### config.mk
export PLATFORM = sky130hd
export DESIGN_NAME = fbc_counter
export DESIGN_NICKNAME = d
export VERILOG_FILES = /design/src/rtl/fbc_pkg.sv /design/src/rtl/fbc_reg_if.sv /design/src/rtl/fbc_ahb_slave.sv /design/src/rtl/fbc_counter.sv
export SDC_FILE = /design/constraint.sdc
export NUM_CORES = 1
export LEC_CHECK = 0
export BUFFER_PORTS_ARGS = -buffer_cell sky130_fd_sc_hd__buf_4
export CAP_MARGIN = 10
export CELL_PAD_IN_SITES_DETAIL_PLACEMENT = 0
export CELL_PAD_IN_SITES_GLOBAL_PLACEMENT = 1
export CORE_UTILIZATION = 40
export CTS_CLUSTER_DIAMETER = 80
export CTS_CLUSTER_SIZE = 14
export DETAILED_ROUTE_END_ITERATION = 10
export HOLD_SLACK_MARGIN = 0.08
export PLACE_DENSITY_LB_ADDON = 0.12
export SYNTH_ARGS = -nofsm -noshare
export SYNTH_HDL_FRONTEND = slang
export SYNTH_HIERARCHICAL = 1
export SYNTH_SLANG_ARGS = --single-unit
### constraint.sdc
create_clock -name ref_clk -period 6 [get_ports ref_clk]
set_clock_uncertainty 0.1 [all_clocks]
set_input_delay 0.6 -clock ref_clk [delete_from_list [all_inputs] [get_ports ref_clk]]
set_output_delay 0.6 -clock ref_clk [all_outputs]
set_load 0.005 [all_outputs]
### src/rtl/fbc_pkg.sv
// constants, register map and types for the frame byte counter
package fbc_pkg;

	// register byte offsets within the slave window
	localparam logic [7:0] OFS_CNT_LO = 8'h00;
	localparam logic [7:0] OFS_CNT_HI = 8'h04;
	localparam logic [7:0] OFS_LIM_LO = 8'h08;
	localparam logic [7:0] OFS_LIM_HI = 8'h0C;
	localparam logic [7:0] OFS_CTRL   = 8'h10;
	localparam logic [7:0] OFS_STAT   = 8'h14;

	// field positions
	localparam int unsigned CTRL_TX_UNMASK = 0;
	localparam int unsigned CTRL_RX_UNMASK = 1;
	localparam int unsigned STAT_TX_BUSY   = 0;
	localparam int unsigned STAT_RX_BUSY   = 1;
	localparam int unsigned STAT_ARMED     = 2;

	// values after reset, and the count increment
	localparam logic [11:0] RST_COUNT = 12'h000;
	localparam logic [11:0] RST_LIMIT = 12'h000;
	localparam logic [1:0]  RST_CTRL  = 2'h0;
	localparam logic [11:0] CNT_ONE   = 12'h001;

	// ahb-lite codes
	localparam logic [1:0] HTRANS_NONSEQ = 2'h2;
	localparam logic [1:0] HTRANS_SEQ    = 2'h3;

	typedef enum logic [1:0] {
		FBC_IDLE = 2'b00,
		FBC_TX   = 2'b01,
		FBC_RX   = 2'b10
	} fbc_mode_e;

	// exact byte offset match on the whole low address byte
	function automatic logic fbc_hit(input logic [7:0] addr,
	                                 input logic [7:0] ofs);
		fbc_hit = (addr == ofs);
	endfunction

endpackage

### src/rtl/fbc_reg_if.sv
// register access carrier between bus slave and counter core
`timescale 1ns/100ps
interface fbc_reg_if;
	logic        wr_en;
	logic [7:0]  wr_addr;
	logic [31:0] wr_data;
	logic [7:0]  rd_addr;
	logic [31:0] rd_data;

	modport bus (output wr_en, output wr_addr, output wr_data,
	             output rd_addr, input rd_data);
	modport regs (input wr_en, input wr_addr, input wr_data,
	              input rd_addr, output rd_data);
endinterface

### src/rtl/fbc_ahb_slave.sv
// ahb-lite slave front end, zero wait states
`timescale 1ns/100ps
module fbc_ahb_slave (
	// clock and reset
	input  wire logic        ref_clk,
	input  wire logic        rst,
	// ahb-lite
	input  wire logic        hsel,
	input  wire logic [31:0] haddr,
	input  wire logic [1:0]  htrans,
	input  wire logic        hwrite,
	input  wire logic [2:0]  hsize,
	input  wire logic [31:0] hwdata,
	input  wire logic        hready,
	output logic             hreadyout,
	output logic             hresp,
	output logic [31:0]      hrdata,
	// register side
	fbc_reg_if.bus           rif
);
	logic        wr_pend;
	logic [7:0]  wr_addr_q;
	logic [31:0] hrdata_q;
	logic        next_wr_pend;
	logic [7:0]  next_wr_addr;
	logic [31:0] next_hrdata;
	logic        valid;

	always_comb begin
		valid = hsel && hready &&
		        (htrans == fbc_pkg::HTRANS_NONSEQ ||
		         htrans == fbc_pkg::HTRANS_SEQ);
		next_wr_pend = valid && hwrite;
		next_wr_addr = valid ? haddr[7:0] : wr_addr_q;
		next_hrdata = (valid && !hwrite) ? rif.rd_data : hrdata_q;
	end

	always_ff @(posedge ref_clk or posedge rst) begin
		if (rst) begin
			wr_pend   <= 1'b0;
			wr_addr_q <= 8'h00;
			hrdata_q  <= 32'h0000_0000;
			hreadyout <= 1'b1;
			hresp     <= 1'b0;
		end else begin
			wr_pend   <= next_wr_pend;
			wr_addr_q <= next_wr_addr;
			hrdata_q  <= next_hrdata;
			hreadyout <= 1'b1;
			hresp     <= 1'b0;
		end
	end

	assign hrdata      = hrdata_q;
	assign rif.wr_en   = wr_pend;
	assign rif.wr_addr = wr_addr_q;
	assign rif.wr_data = hwdata;
	assign rif.rd_addr = haddr[7:0];

	logic unused_size;
	assign unused_size = ^hsize;
endmodule // fbc_ahb_slave

### src/rtl/fbc_counter.sv
// frame byte counter with programmable limit and limit events
//
// Local design decisions: register access over AHB-Lite and the placing of the registers.
`timescale 1ns/100ps
// How it works
// - one 12-bit byte counter for both directions; top nibble readable.
// - transmit counts each byte after the delimiter, never crc bytes.
// - receive counts fifo writes, skipping preamble and delimiter bytes.
// - 12-bit limit split over low byte and low nibble of high register.
// - reset clears count and limit to zero.
// - reaching limit while transmitting raises tx event when unmasked.
// - reaching limit while receiving raises rx event when unmasked.
// - limit only yields the event, never touches state machines or fifos.
// - upper nibble of high registers written zero; reads here give zero.
module fbc_counter (
	// clock and reset
	input  wire logic        ref_clk,
	input  wire logic        rst,
	// ahb-lite
	input  wire logic        hsel,
	input  wire logic [31:0] haddr,
	input  wire logic [1:0]  htrans,
	input  wire logic        hwrite,
	input  wire logic [2:0]  hsize,
	input  wire logic [31:0] hwdata,
	input  wire logic        hready,
	output logic             hreadyout,
	output logic             hresp,
	output logic [31:0]      hrdata,
	// transmit byte events
	input  wire logic        tx_frame_start,
	input  wire logic        tx_byte_sent,
	input  wire logic        tx_byte_is_crc,
	input  wire logic        tx_frame_end,
	// receive byte events
	input  wire logic        rx_frame_start,
	input  wire logic        rx_fifo_write,
	input  wire logic        rx_byte_is_sync,
	input  wire logic        rx_frame_end,
	// limit events to the processor
	output logic             tx_limit_irq,
	output logic             rx_limit_irq
);
	fbc_reg_if rif ();

	fbc_ahb_slave u_bus (
		.ref_clk   (ref_clk),
		.rst       (rst),
		.hsel      (hsel),
		.haddr     (haddr),
		.htrans    (htrans),
		.hwrite    (hwrite),
		.hsize     (hsize),
		.hwdata    (hwdata),
		.hready    (hready),
		.hreadyout (hreadyout),
		.hresp     (hresp),
		.hrdata    (hrdata),
		.rif       (rif)
	);

	fbc_pkg::fbc_mode_e mode;
	fbc_pkg::fbc_mode_e next_mode;
	logic [11:0]        count;
	logic [11:0]        next_count;
	logic [11:0]        limit;
	logic [11:0]        next_limit;
	logic [1:0]         ctrl;
	logic [1:0]         next_ctrl;
	logic               armed;
	logic               next_armed;
	logic               next_tx_irq;
	logic               next_rx_irq;
	logic               start;
	logic               inc;
	logic               hit;
	logic [11:0]        count_plus;

	// frame mode tracking
	always_comb begin
		next_mode = mode;
		case (mode)
			fbc_pkg::FBC_IDLE: begin
				next_mode = fbc_pkg::FBC_IDLE;
			end
			fbc_pkg::FBC_TX: begin
				if (tx_frame_end)
					next_mode = fbc_pkg::FBC_IDLE;
			end
			fbc_pkg::FBC_RX: begin
				if (rx_frame_end)
					next_mode = fbc_pkg::FBC_IDLE;
			end
			default: begin
				next_mode = fbc_pkg::FBC_IDLE;
			end
		endcase
		if (tx_frame_start)
			next_mode = fbc_pkg::FBC_TX;
		else if (rx_frame_start)
			next_mode = fbc_pkg::FBC_RX;
	end

	// counting, match detect and register writes
	always_comb begin
		start = tx_frame_start || rx_frame_start;
		inc = (mode == fbc_pkg::FBC_TX && tx_byte_sent &&
		       !tx_byte_is_crc) ||
		      (mode == fbc_pkg::FBC_RX && rx_fifo_write &&
		       !rx_byte_is_sync);
		count_plus = count + fbc_pkg::CNT_ONE;
		// a new frame restarts the count from zero
		if (start)
			next_count = fbc_pkg::RST_COUNT;
		else if (inc)
			next_count = count_plus;
		else
			next_count = count;
		hit = inc && !start && armed && (count_plus == limit);
		if (start)
			next_armed = 1'b1;
		else if (hit)
			next_armed = 1'b0;
		else
			next_armed = armed;
		// event pulse only; nothing feeds back to tx or rx control
		next_tx_irq = hit && mode == fbc_pkg::FBC_TX &&
		              ctrl[fbc_pkg::CTRL_TX_UNMASK];
		next_rx_irq = hit && mode == fbc_pkg::FBC_RX &&
		              ctrl[fbc_pkg::CTRL_RX_UNMASK];
		next_limit = limit;
		next_ctrl  = ctrl;
		// count registers take no writes
		if (rif.wr_en) begin
			if (fbc_pkg::fbc_hit(rif.wr_addr, fbc_pkg::OFS_LIM_LO))
				next_limit[7:0] = rif.wr_data[7:0];
			if (fbc_pkg::fbc_hit(rif.wr_addr, fbc_pkg::OFS_LIM_HI))
				next_limit[11:8] = rif.wr_data[3:0];
			if (fbc_pkg::fbc_hit(rif.wr_addr, fbc_pkg::OFS_CTRL))
				next_ctrl = rif.wr_data[1:0];
		end
	end

	always_ff @(posedge ref_clk or posedge rst) begin
		if (rst) begin
			mode         <= fbc_pkg::FBC_IDLE;
			count        <= fbc_pkg::RST_COUNT;
			limit        <= fbc_pkg::RST_LIMIT;
			ctrl         <= fbc_pkg::RST_CTRL;
			armed        <= 1'b0;
			tx_limit_irq <= 1'b0;
			rx_limit_irq <= 1'b0;
		end else begin
			mode         <= next_mode;
			count        <= next_count;
			limit        <= next_limit;
			ctrl         <= next_ctrl;
			armed        <= next_armed;
			tx_limit_irq <= next_tx_irq;
			rx_limit_irq <= next_rx_irq;
		end
	end

	// read mux, unused bits read zero
	always_comb begin
		rif.rd_data = 32'h0000_0000;
		case (rif.rd_addr)
			fbc_pkg::OFS_CNT_LO: rif.rd_data[7:0] = count[7:0];
			fbc_pkg::OFS_CNT_HI: rif.rd_data[3:0] = count[11:8];
			fbc_pkg::OFS_LIM_LO: rif.rd_data[7:0] = limit[7:0];
			fbc_pkg::OFS_LIM_HI: rif.rd_data[3:0] = limit[11:8];
			fbc_pkg::OFS_CTRL:   rif.rd_data[1:0] = ctrl;
			fbc_pkg::OFS_STAT: begin
				rif.rd_data[fbc_pkg::STAT_TX_BUSY] =
					(mode == fbc_pkg::FBC_TX);
				rif.rd_data[fbc_pkg::STAT_RX_BUSY] =
					(mode == fbc_pkg::FBC_RX);
				rif.rd_data[fbc_pkg::STAT_ARMED] = armed;
			end
			default: rif.rd_data = 32'h0000_0000;
		endcase
	end
endmodule // fbc_counter

# --- Yosys cells after proc, flatten, opt, wreduce, memory -nomap -nowiden ---
# Index checks and enable logic that the tools add are counted.
# W data, S select, Z words.
word_totals:
  register_bits: 48
  latchBits: 0
  mem_bits_rw: 0
  romBits: 0
  word_cells: 69
  n_memories: 0
op_classes:
  n_addsub: 1
  multipliers: 0
  n_div: 0
  order_cmp: 0
  n_eq_ne: 15
  n_shift: 0
  mux: 13
  n_bitwise: 0
  n_reduce_logical: 29
ops:
  columns: ["cell", "count"]
  rows:
  - ["$eq A8 B4 Y1 const B", 4]
  - ["$eq A8 B5 Y1 const B", 3]
  - ["$mux W12", 2]
  - ["$logic_and A1 B1 Y1", 15]
  - ["$add A12 B1 Y12 const B", 1]
  - ["$eq A12 B12 Y1", 1]
  - ["$pmux W2 S6", 1]
  - ["$eq A8 B3 Y1 const B", 1]
  - ["$logic_not A8 Y1", 1]
  - ["$mux W2", 4]
  - ["$ne A4 B4 Y1 const B", 2]
  - ["$pmux W4 S2", 1]
  - ["$reduce_and A2 Y1", 4]
  - ["$eq A2 B2 Y1 const B", 3]
  - ["$pmux W1 S5", 1]
  - ["$logic_not A1 Y1", 4]
  - ["$pmux W1 S4", 1]
  - ["$pmux W2 S2", 1]
  - ["$reduce_bool A2 Y1", 2]
  - ["$logic_or A1 B1 Y1", 3]
  - ["$eq A2 B1 Y1 const B", 1]
  - ["$mux W1", 2]

# --- Depth between registers and ports, before layout ---
# Gate-level depths: netlist of run 1.
logic_depth:
  word_depth: 9
  mapped_depth: 8
  ltp_nobuf: 6

# --- Hierarchy ---
# The synthesis of run 1 kept the hierarchy.
modules_own_cells:
  columns: ["mod", "instances", "cells_per_inst", "area_each_um2", "seq_area_each_um2"]
  rows:
  - ["fbc_counter", 1, 211, 2053.2, 775.7]
  - ["fbc_ahb_slave", 1, 133, 1990.7, 1026.0]

# --- Worst setup path after synthesis of run 1 ---
# Ideal clock, no wire load.
synth_timing:
  path_type: "reg2reg"
  start: "reg count[0]"
  end: "reg armed"
  setup_time_ps: 126
  arrival_ps: 2035
  setup_slack_ps: 3739
  path_stages_with_launch: 7
  n_path_buf: 0
  path_cell_list: "dfrtp_1 -> ha_1 -> nand3_1 -> o2111ai_1 -> or3b_1 -> a2111o_1 -> o32a_1"
synth_via:
  elab_chain_len: 4
synth_rtl:
  columns: ["item", "line", "text"]
  rows:
  - ["start: declaration", "fbc_counter.sv:64", "logic [11:0] count;"]
  - ["start signal: assignment", "fbc_counter.sv:147", "count <= fbc_pkg::RST_COUNT;"]
  - ["start signal: assignment", "fbc_counter.sv:155", "count <= next_count;"]
  - ["$add A12 B1 Y12", "fbc_counter.sv:111", "count_plus = count + fbc_pkg::CNT_ONE;"]
  - ["$eq A12 B12 Y1", "fbc_counter.sv:119", "hit = inc && !start && armed && (count_plus == limit);"]
  - ["$logic_and A1 B1 Y1", "fbc_counter.sv:119", null]
  - ["$reduce_bool A2 Y1 (no line)", null, null]
  - ["end signal: assignment", "fbc_counter.sv:158", "armed <= next_armed;"]
  - ["end: declaration", "fbc_counter.sv:70", "logic armed;"]
# Every way passes these cells.
# A chain may end at the register's enable or synchronous reset.

# --- Worst setup path in the final report of run 1 ---
layout_timing:
  start: "reg mode[0]"
  end: "reg armed"
layout_via:
  elab_chain_len: 8
  word_cells_on_any_way: 11
  cone_classes: "eq/ne (2); reduce/logical (9)"
layout_rtl:
  columns: ["item", "line", "text"]
  rows:
  - ["start: declaration", "fbc_counter.sv:62", "fbc_pkg::fbc_mode_e mode;"]
  - ["start signal: assignment", "fbc_counter.sv:146", "mode <= fbc_pkg::FBC_IDLE;"]
  - ["start signal: assignment", "fbc_counter.sv:154", "mode <= next_mode;"]
  - ["$eq A2 B1 Y1 / $eq A2 B2 Y1 (equally long branches)", "fbc_counter.sv:107, fbc_counter.sv:109", null]
  - ["$logic_and A1 B1 Y1, on equally long branches (2 in series)", "fbc_counter.sv:107, fbc_counter.sv:109", null]
  - ["$logic_or A1 B1 Y1 *", "fbc_counter.sv:108", "!tx_byte_is_crc) ||"]
  - ["$logic_and A1 B1 Y1 * (3 in series)", "fbc_counter.sv:119", null]
  - ["$reduce_bool A2 Y1 (no line) *", null, null]
# Mark *: on every way between the ends. The rest lies on a longest branch, timed or not.

==> metrics.json, run 1 <==
{
  "fin_nets": 468,
  "regArea_um2": 1800,
  "vdd_ir_drop_max_mv": 0.145,
  "postCtsSetupBuffers": 0,
  "timing.max_cap.violations": 0,
  "die_area_um2": 10100,
  "clockBufferDepth": 2,
  "max_slew_margin_pct": 46.1,
  "leading_cell_types_in_the_layout_fill_and_taps_excluded": "sky130_fd_sc_hd__dfrtp_1 (72), sky130_fd_sc_hd__buf_4 (65), sky130_fd_sc_hd__mux2_4 (30)",
  "drt_iter0_drc": 128,
  "grt_pass1_vias": 2564,
  "worstSetupEndpointType": "flip-flop",
  "status": "finished clean",
  "buffer_ports.inserted": 63,
  "netSwitchingFraction_pct": 26.3,
  "finalSetupViolations": 0,
  "timing_max_transition_violations_final": 0,
  "gr-usage-met1_pct": 23.9,
  "cellInternalPower_uw": 867,
  "reg2reg_slack_ns": 3.38,
  "most_common_cell_after_layout_fill_and_taps_aside": "sky130_fd_sc_hd__dfrtp_1",
  "ctsHoldBuffers": 0,
  "post_drt_wl_per_cell_um": 14.9,
  "hpwlAfterDp_um": 5500,
  "timing_worst_slew_pin_value_ns": 0.808,
  "gp_routability_congestion": 0.770,
  "yosysWarningCount": 6,
  "seq_power_share_pct": 48.7,
  "timing.critical_path.arrival_ns": 2.76,
  "grt_first_pass_wirelength_um": 13200,
  "nFillCells": 874,
  "cts_made_buffers": 9,
  "critPathMaxStageDelay_ns": 0.63,
  "power_frac_comb_pct": 17.3,
  "report.final.hold_viol_count": 0,
  "final_antenna_net_count": 0,
  "pwr_density_cell_nw_per_um2": 259,
  "antenna_cells": 0,
  "routed-via-count": 2512,
  "starting_utilization_of_the_core_area_pct": 41.6,
  "kind_of_critical_path": "reg -> reg",
  "grt_start_max_net_pins": 42,
  "cts_root_buf": "sky130_fd_sc_hd__clkbuf_8",
  "grt_overflow": 0,
  "area.growth.synth_to_final_pct": 17.6,
  "grt_antenna_before_repair": 0,
  "static_leakage_uw": 0.00216,
  "worstSetupStartpointType": "flip-flop",
  "die_y_um": 100,
  "grtUsageMet2_pct": 26.7,
  "multiInputGateArea_um2": 1870,
  "drc": 0,
  "post_cts_resized": 0,
  "die-width_um": 100,
  "worstPathCellList": "nor2b_1, a32o_1, or3b_1, a2111o_1, o32a_1",
  "share_clk_of_total_power_pct": 34.0,
  "max_freq_mhz": 381,
  "rsz0062_at_grt": "no",
  "core_area_um2": 9280,
  "min-delay-path-class": "in -> async",
  "postLayoutCoreUtil_pct": 49.0,
  "netSwitchingPower_uw": 309,
  "layout_worst_path_cycle_share_pct": 43.7,
  "critical_path.slowest_cell": "sky130_fd_sc_hd__a32o_1",
  "cts_sinks": 72,
  "cts_tree": "built",
  "groute.layer.met3.usage_pct": 3.06,
  "clkLatencyLatePin_ns": 0.35,
  "drt-pass1-iter-count": 4,
  "post_route_cells_drive_above_1_share_pct": 37.4,
  "finalSetupTns_ns": 0,
  "final.min_clock_period_ns": 2.62,
  "viasPerCell": 4.84,
  "post_synth_inst_count": 320,
  "placement_rows": 35,
  "clock_h_tree_levels": 3,
  "drt_wl_total_um": 7730,
  "count_of_cells_along_the_worst_register_to_register_path": 5,
  "clk_transition_reported_paths_ns": 0.09,
  "grt_usage_pct": 17.2,
  "busiest_layer": "met2",
  "finalHoldWorstSlack_ns": 0.231,
  "placed_cells": 503,
  "design.portCount": 118,
  "worst-endpoint-required_ns": 6.14,
  "mappedNetlistArea_um2": 3860,
  "syn_area_per_cell_um2": 12.1,
  "worstPathMaxFanout": 14,
  "finalNonFillerCells": 519
}
[metal layers]
layer	part of all wire, %	routed length [µm]	vias up
met5	0	0	-
met3	3.3	258	7
met4	1.1	87	0
met1	50	3860	1239
met2	46	3530	51
li1	-	-	1215
[critical path, delay by kind of cell, from the launching register on]
| kind | cells | cell delay, ns |
|---|---|---|
| AO/OA/AOI/OAI | 3 | 1.34 |
| AND/OR/NAND/NOR | 2 | 0.70 |
| flip-flops | 1 | 0.38 |
[cell type report]
cell class | count | share of cell area (%)
clock buffer | 9 | 2.73
clock inverter | 7 | 1.71
inverter | 6 | 0.495
multi-input combinational | 231 | 41.2
sequential | 72 | 39.6
tap | 129 | 3.55
timing repair buffer | 65 | 10.7
[power by group through the flow]
stage	Sequential, µW	Combinational (µW)	Clock [µW]
floorplan	579	122	0
global placement	581	204	0
detailed placement	582	207	0
CTS	573	207	415
global route	580	224	437
finish	573	204	399
[path summary, 6_finish.rpt]
path	start	to
max in group asynchronous	rst	u_bus/rif.wr_addr[4]
min in group ref_clk	tx_frame_start	mode[1]
setup / recovery	mode[0]	armed
hold / removal	rst	limit[6]
hold reg to reg	u_bus/hrdata[0]	u_bus/hrdata[0]
setup reg to reg	mode[0]	armed
[sequential cells by signal, summed over array words and instances (netlist names)]
register,cells
tx_limit_irq,1
armed,1
u_bus/hrdata,32
rx_limit_irq,1
u_bus/rif.wr_addr,8
u_bus/rif.wr_en,1
limit,12
ctrl,2
mode,2
count,12
[per-stage QoR]
step / setup slack (ns) / cell area [µm²] / power, µW
CTS: 3.33 / 4550 / 1190
floorplan: 3.74 / 3950 / 700
finish: 3.38 / 4550 / 1180
global placement: 3.24 / 4340 / 785
detailed placement: 3.25 / 4340 / 789
global route: 3.22 / 4550 / 1240
(Power assumes the default switching activity.)
==> run 2: changes to the inputs <==
==> constraint.sdc (replaced) <==
create_clock -name ref_clk -period 2.5 [get_ports ref_clk]
set_clock_uncertainty 0.1 [all_clocks]
set_input_delay 0.25 -clock ref_clk [delete_from_list [all_inputs] [get_ports ref_clk]]
set_output_delay 0.25 -clock ref_clk [all_outputs]
set_load 0.005 [all_outputs]
==> run 2 against run 1 <==
Clock-buffer cell count is 1 higher. Global-route usage is 0.49 points higher. Sequential share of layout area is 2.5 points lower. Sequential cell count stayed put. Critical path depth is 1 higher. Final area is 6.6% higher. Register-to-register slack worse by 3.3 ns. Maximum frequency is 11% higher. Non-clock buffer count is 30 higher. Clock power grew to 2.7 times the previous value. Combinational power grew to 2.5 times the previous value. Setup slack worse by 3.3 ns. Critical path type unchanged. Largest cell class unchanged.
==> metrics.json, run 2 (synthesis gave the netlist of run 1 again) <==
{
  "buffer_ports.inserted": {"value": 63, "change": "unchanged"},
  "finalSetupTns": {"value": 0, "unit": "ns", "change": "unchanged"},
  "timing.max_cap.violations": {"value": 0, "change": "unchanged"},
  "nFillCells": {"value": 878, "change": "was 874"},
  "placed_cells": {"value": 516, "change": "was 503"},
  "worstPathCellList": {"value": "ha_1, nand3_1, o2111ai_1, or3b_1, a2111o_1, o32a_1", "change": "was nor2b_1, a32o_1, or3b_1, a2111o_1, o32a_1"},
  "timing_worst_slew_pin_value": {"value": 0.526, "unit": "ns", "change": "was 0.808 ns"},
  "final_antenna_net_count": {"value": 0, "change": "unchanged"},
  "clockBufferDepth": {"value": 2, "change": "unchanged"},
  "cts_root_buf": {"value": "sky130_fd_sc_hd__clkbuf_8", "change": "unchanged"},
  "gp_routability_congestion": {"value": 0.771, "change": "was 0.770"},
  "final.min_clock_period": {"value": 2.37, "unit": "ns", "change": "was 2.62 ns"},
  "worst-endpoint-required": {"value": 2.64, "unit": "ns", "change": "was 6.14 ns"},
  "hpwlAfterDp": {"value": 5620, "unit": "µm", "change": "was 5500 µm"},
  "largest_register_ffs": {"value": 32, "change": "unchanged"},
  "critPathMaxStageDelay": {"value": 0.40, "unit": "ns", "change": "was 0.63 ns"},
  "clk_transition_reported_paths": {"value": 0.08, "unit": "ns", "change": "was 0.09 ns"},
  "cts_tree": {"value": "built", "change": "unchanged"},
  "layout_worst_path_cycle_share": {"value": 94.9, "unit": "%", "change": "was 43.7%"},
  "die_y": {"value": 100, "unit": "µm", "change": "unchanged"},
  "finalSetupViolations": {"value": 0, "change": "unchanged"},
  "multiInputGateArea": {"value": 1870, "unit": "µm²", "change": "unchanged"},
  "static_leakage": {"value": 0.00231, "unit": "µW", "change": "was 0.00216 µW"},
  "status": {"value": "finished clean", "change": "unchanged"},
  "worstSetupEndpointType": {"value": "flip-flop", "change": "unchanged"},
  "post_drt_wl_per_cell": {"value": 14.6, "unit": "µm", "change": "was 14.9 µm"},
  "clock_h_tree_levels": {"value": 3, "change": "unchanged"},
  "clkLatencyLatePin": {"value": 0.34, "unit": "ns", "change": "was 0.35 ns"},
  "regArea": {"value": 1800, "unit": "µm²", "change": "unchanged"},
  "area.growth.synth_to_final": {"value": 25.5, "unit": "%", "change": "was 17.6%"},
  "starting_utilization_of_the_core_area": {"value": 41.6, "unit": "%", "change": "unchanged"},
  "max_freq": {"value": 421, "unit": "MHz", "change": "was 381 MHz"},
  "count_of_cells_along_the_worst_register_to_register_path": {"value": 6, "change": "was 5"},
  "drt-pass1-iter-count": {"value": 4, "change": "unchanged"},
  "placement_rows": {"value": 35, "change": "unchanged"},
  "drc": {"value": 0, "change": "unchanged"},
  "fin_nets": {"value": 498, "change": "was 468"},
  "hold_depth": 3,
  "core_area": {"value": 9280, "unit": "µm²", "change": "unchanged"},
  "timing_max_transition_violations_final": {"value": 0, "change": "unchanged"},
  "die_area": {"value": 10100, "unit": "µm²", "change": "unchanged"},
  "cts_sinks": {"value": 72, "change": "unchanged"},
  "vdd_ir_drop_max": {"value": 0.272, "unit": "mV", "change": "was 0.145 mV"},
  "cts_made_buffers": {"value": 9, "change": "unchanged"},
  "viasPerCell": {"value": 4.82, "change": "was 4.84"},
  "critical_path.slowest_cell": {"value": "sky130_fd_sc_hd__or3b_1", "change": "was sky130_fd_sc_hd__a32o_1"},
  "grt_usage": {"value": 17.7, "unit": "%", "change": "was 17.2%"},
  "die-width": {"value": 100, "unit": "µm", "change": "unchanged"},
  "timing.critical_path.arrival": {"value": 2.51, "unit": "ns", "change": "was 2.76 ns"},
  "grt_first_pass_wirelength": {"value": 13700, "unit": "µm", "change": "was 13200 µm"},
  "drt_wl_total": {"value": 8040, "unit": "µm", "change": "was 7730 µm"},
  "pwr_density_cell": {"value": 615, "unit": "nW/µm²", "change": "was 259 nW/µm²"},
  "drt_iter0_drc": {"value": 134, "change": "was 128"},
  "post_route_cells_drive_above_1_share": {"value": 37.9, "unit": "%", "change": "was 37.4%"},
  "finalNonFillerCells": {"value": 549, "change": "was 519"},
  "grt_start_max_net_pins": {"value": 42, "change": "unchanged"},
  "rsz0062_at_grt": {"value": "no", "change": "unchanged"},
  "grt_antenna_before_repair": {"value": 0, "change": "unchanged"},
  "worstSetupStartpointType": {"value": "flip-flop", "change": "unchanged"},
  "worstPathMaxFanout": {"value": 7, "change": "was 14"},
  "kind_of_critical_path": {"value": "reg -> reg", "change": "unchanged"},
  "min-delay-path-class": {"value": "in -> reg", "change": "was in -> async"},
  "grt_pass1_vias": {"value": 2635, "change": "was 2564"},
  "max_slew_margin": {"value": 64.9, "unit": "%", "change": "was 46.1%"},
  "leading_cell_types_in_the_layout_fill_and_taps_excluded": {"value": "sky130_fd_sc_hd__buf_4 (78), sky130_fd_sc_hd__dfrtp_1 (72), sky130_fd_sc_hd__mux2_4 (30)", "change": "was sky130_fd_sc_hd__dfrtp_1 (72), sky130_fd_sc_hd__buf_4 (65), sky130_fd_sc_hd__mux2_4 (30)"},
  "most_common_cell_after_layout_fill_and_taps_aside": {"value": "sky130_fd_sc_hd__buf_4", "change": "was sky130_fd_sc_hd__dfrtp_1"},
  "report.final.hold_viol_count": {"value": 0, "change": "unchanged"},
  "routed-via-count": {"value": 2648, "change": "was 2512"},
  "design.portCount": {"value": 118, "change": "unchanged"},
  "antenna_cells": {"value": 0, "change": "unchanged"},
  "grt_overflow": {"value": 0, "change": "unchanged"}
}
[run 2: cell types whose count changed in the layout (fill, tap and decap cells not counted), sizes merged]
cell	previous run	this run
buf	65	78
bufinv	1	2
clkbuf	9	10
clkinv	3	1
dlygate4sd3	0	17
inv	8	9
clkinvlp	1	0
[run 2: layout make-up]
cell class | instances | area share, %
multi-input combinational | 231 | 38.6
sequential | 72 | 37.2
timing repair buffer | 95 | 15.6
tap | 129 | 3.33
clock buffer | 10 | 2.84
clock inverter | 6 | 2.01
inverter | 6 | 0.465
[run 2: stage by stage]
step / util, % / hold slack [ns] / worst slack [ns] / cell area (µm²) / power, µW
2_1_floorplan: - / 0.216 / 0.239 / 3950 / 1680
4_1_cts: 52.2 / 0.0874 / 0.139 / 4850 / 3020
6_report: 52.2 / 0.102 / 0.127 / 4850 / 2980
3_3_place_gp: 47.8 / 0.277 / 0.148 / 4440 / 1890
5_1_grt: 52.2 / 0.102 / 0.00860 / 4850 / 3140
3_5_place_dp: 47.8 / 0.290 / 0.139 / 4440 / 1900
[run 2: worst max-delay path: cells and delay by family (launching register included)]
family / cells / cell delay [ns]
flip-flops: 1 / 0.38
AO/OA/AOI/OAI: 3 / 0.91
adder cells (fa/ha/maj): 1 / 0.22
AND/OR/NAND/NOR: 2 / 0.65
[run 2: repair_timing]
item,CTS,global route
gates resized for setup,0,0
buffers inserted,0,0
hold buffers,17,0
endpoints found under the hold margin,94,0
[run 2: final timing paths]
kind                                  from              endpoint  slack (ns)
setup / recovery                  count[0]                 armed        0.13
hold / removal                tx_frame_end               mode[0]        0.10
setup reg to reg                  count[0]                 armed        0.13
hold reg to reg            u_bus/hrdata[1]       u_bus/hrdata[1]        0.41
max in group asynchronous              rst  u_bus/rif.wr_addr[0]        1.43
min in group asynchronous              rst             count[10]        0.46
[run 2: report_power, final]
group	switching (µW)	internal, µW	total (µW)
registers	83.3	1290	1380
logic	177	340	516
clock network	483	605	1090
[run 2: per-layer routing]
metal	wire length (µm)	global-route usage, %
met1	3970	25.4
met3	329	3.41
met2	3660	26.5
met4	85	6.47
met5	0	0
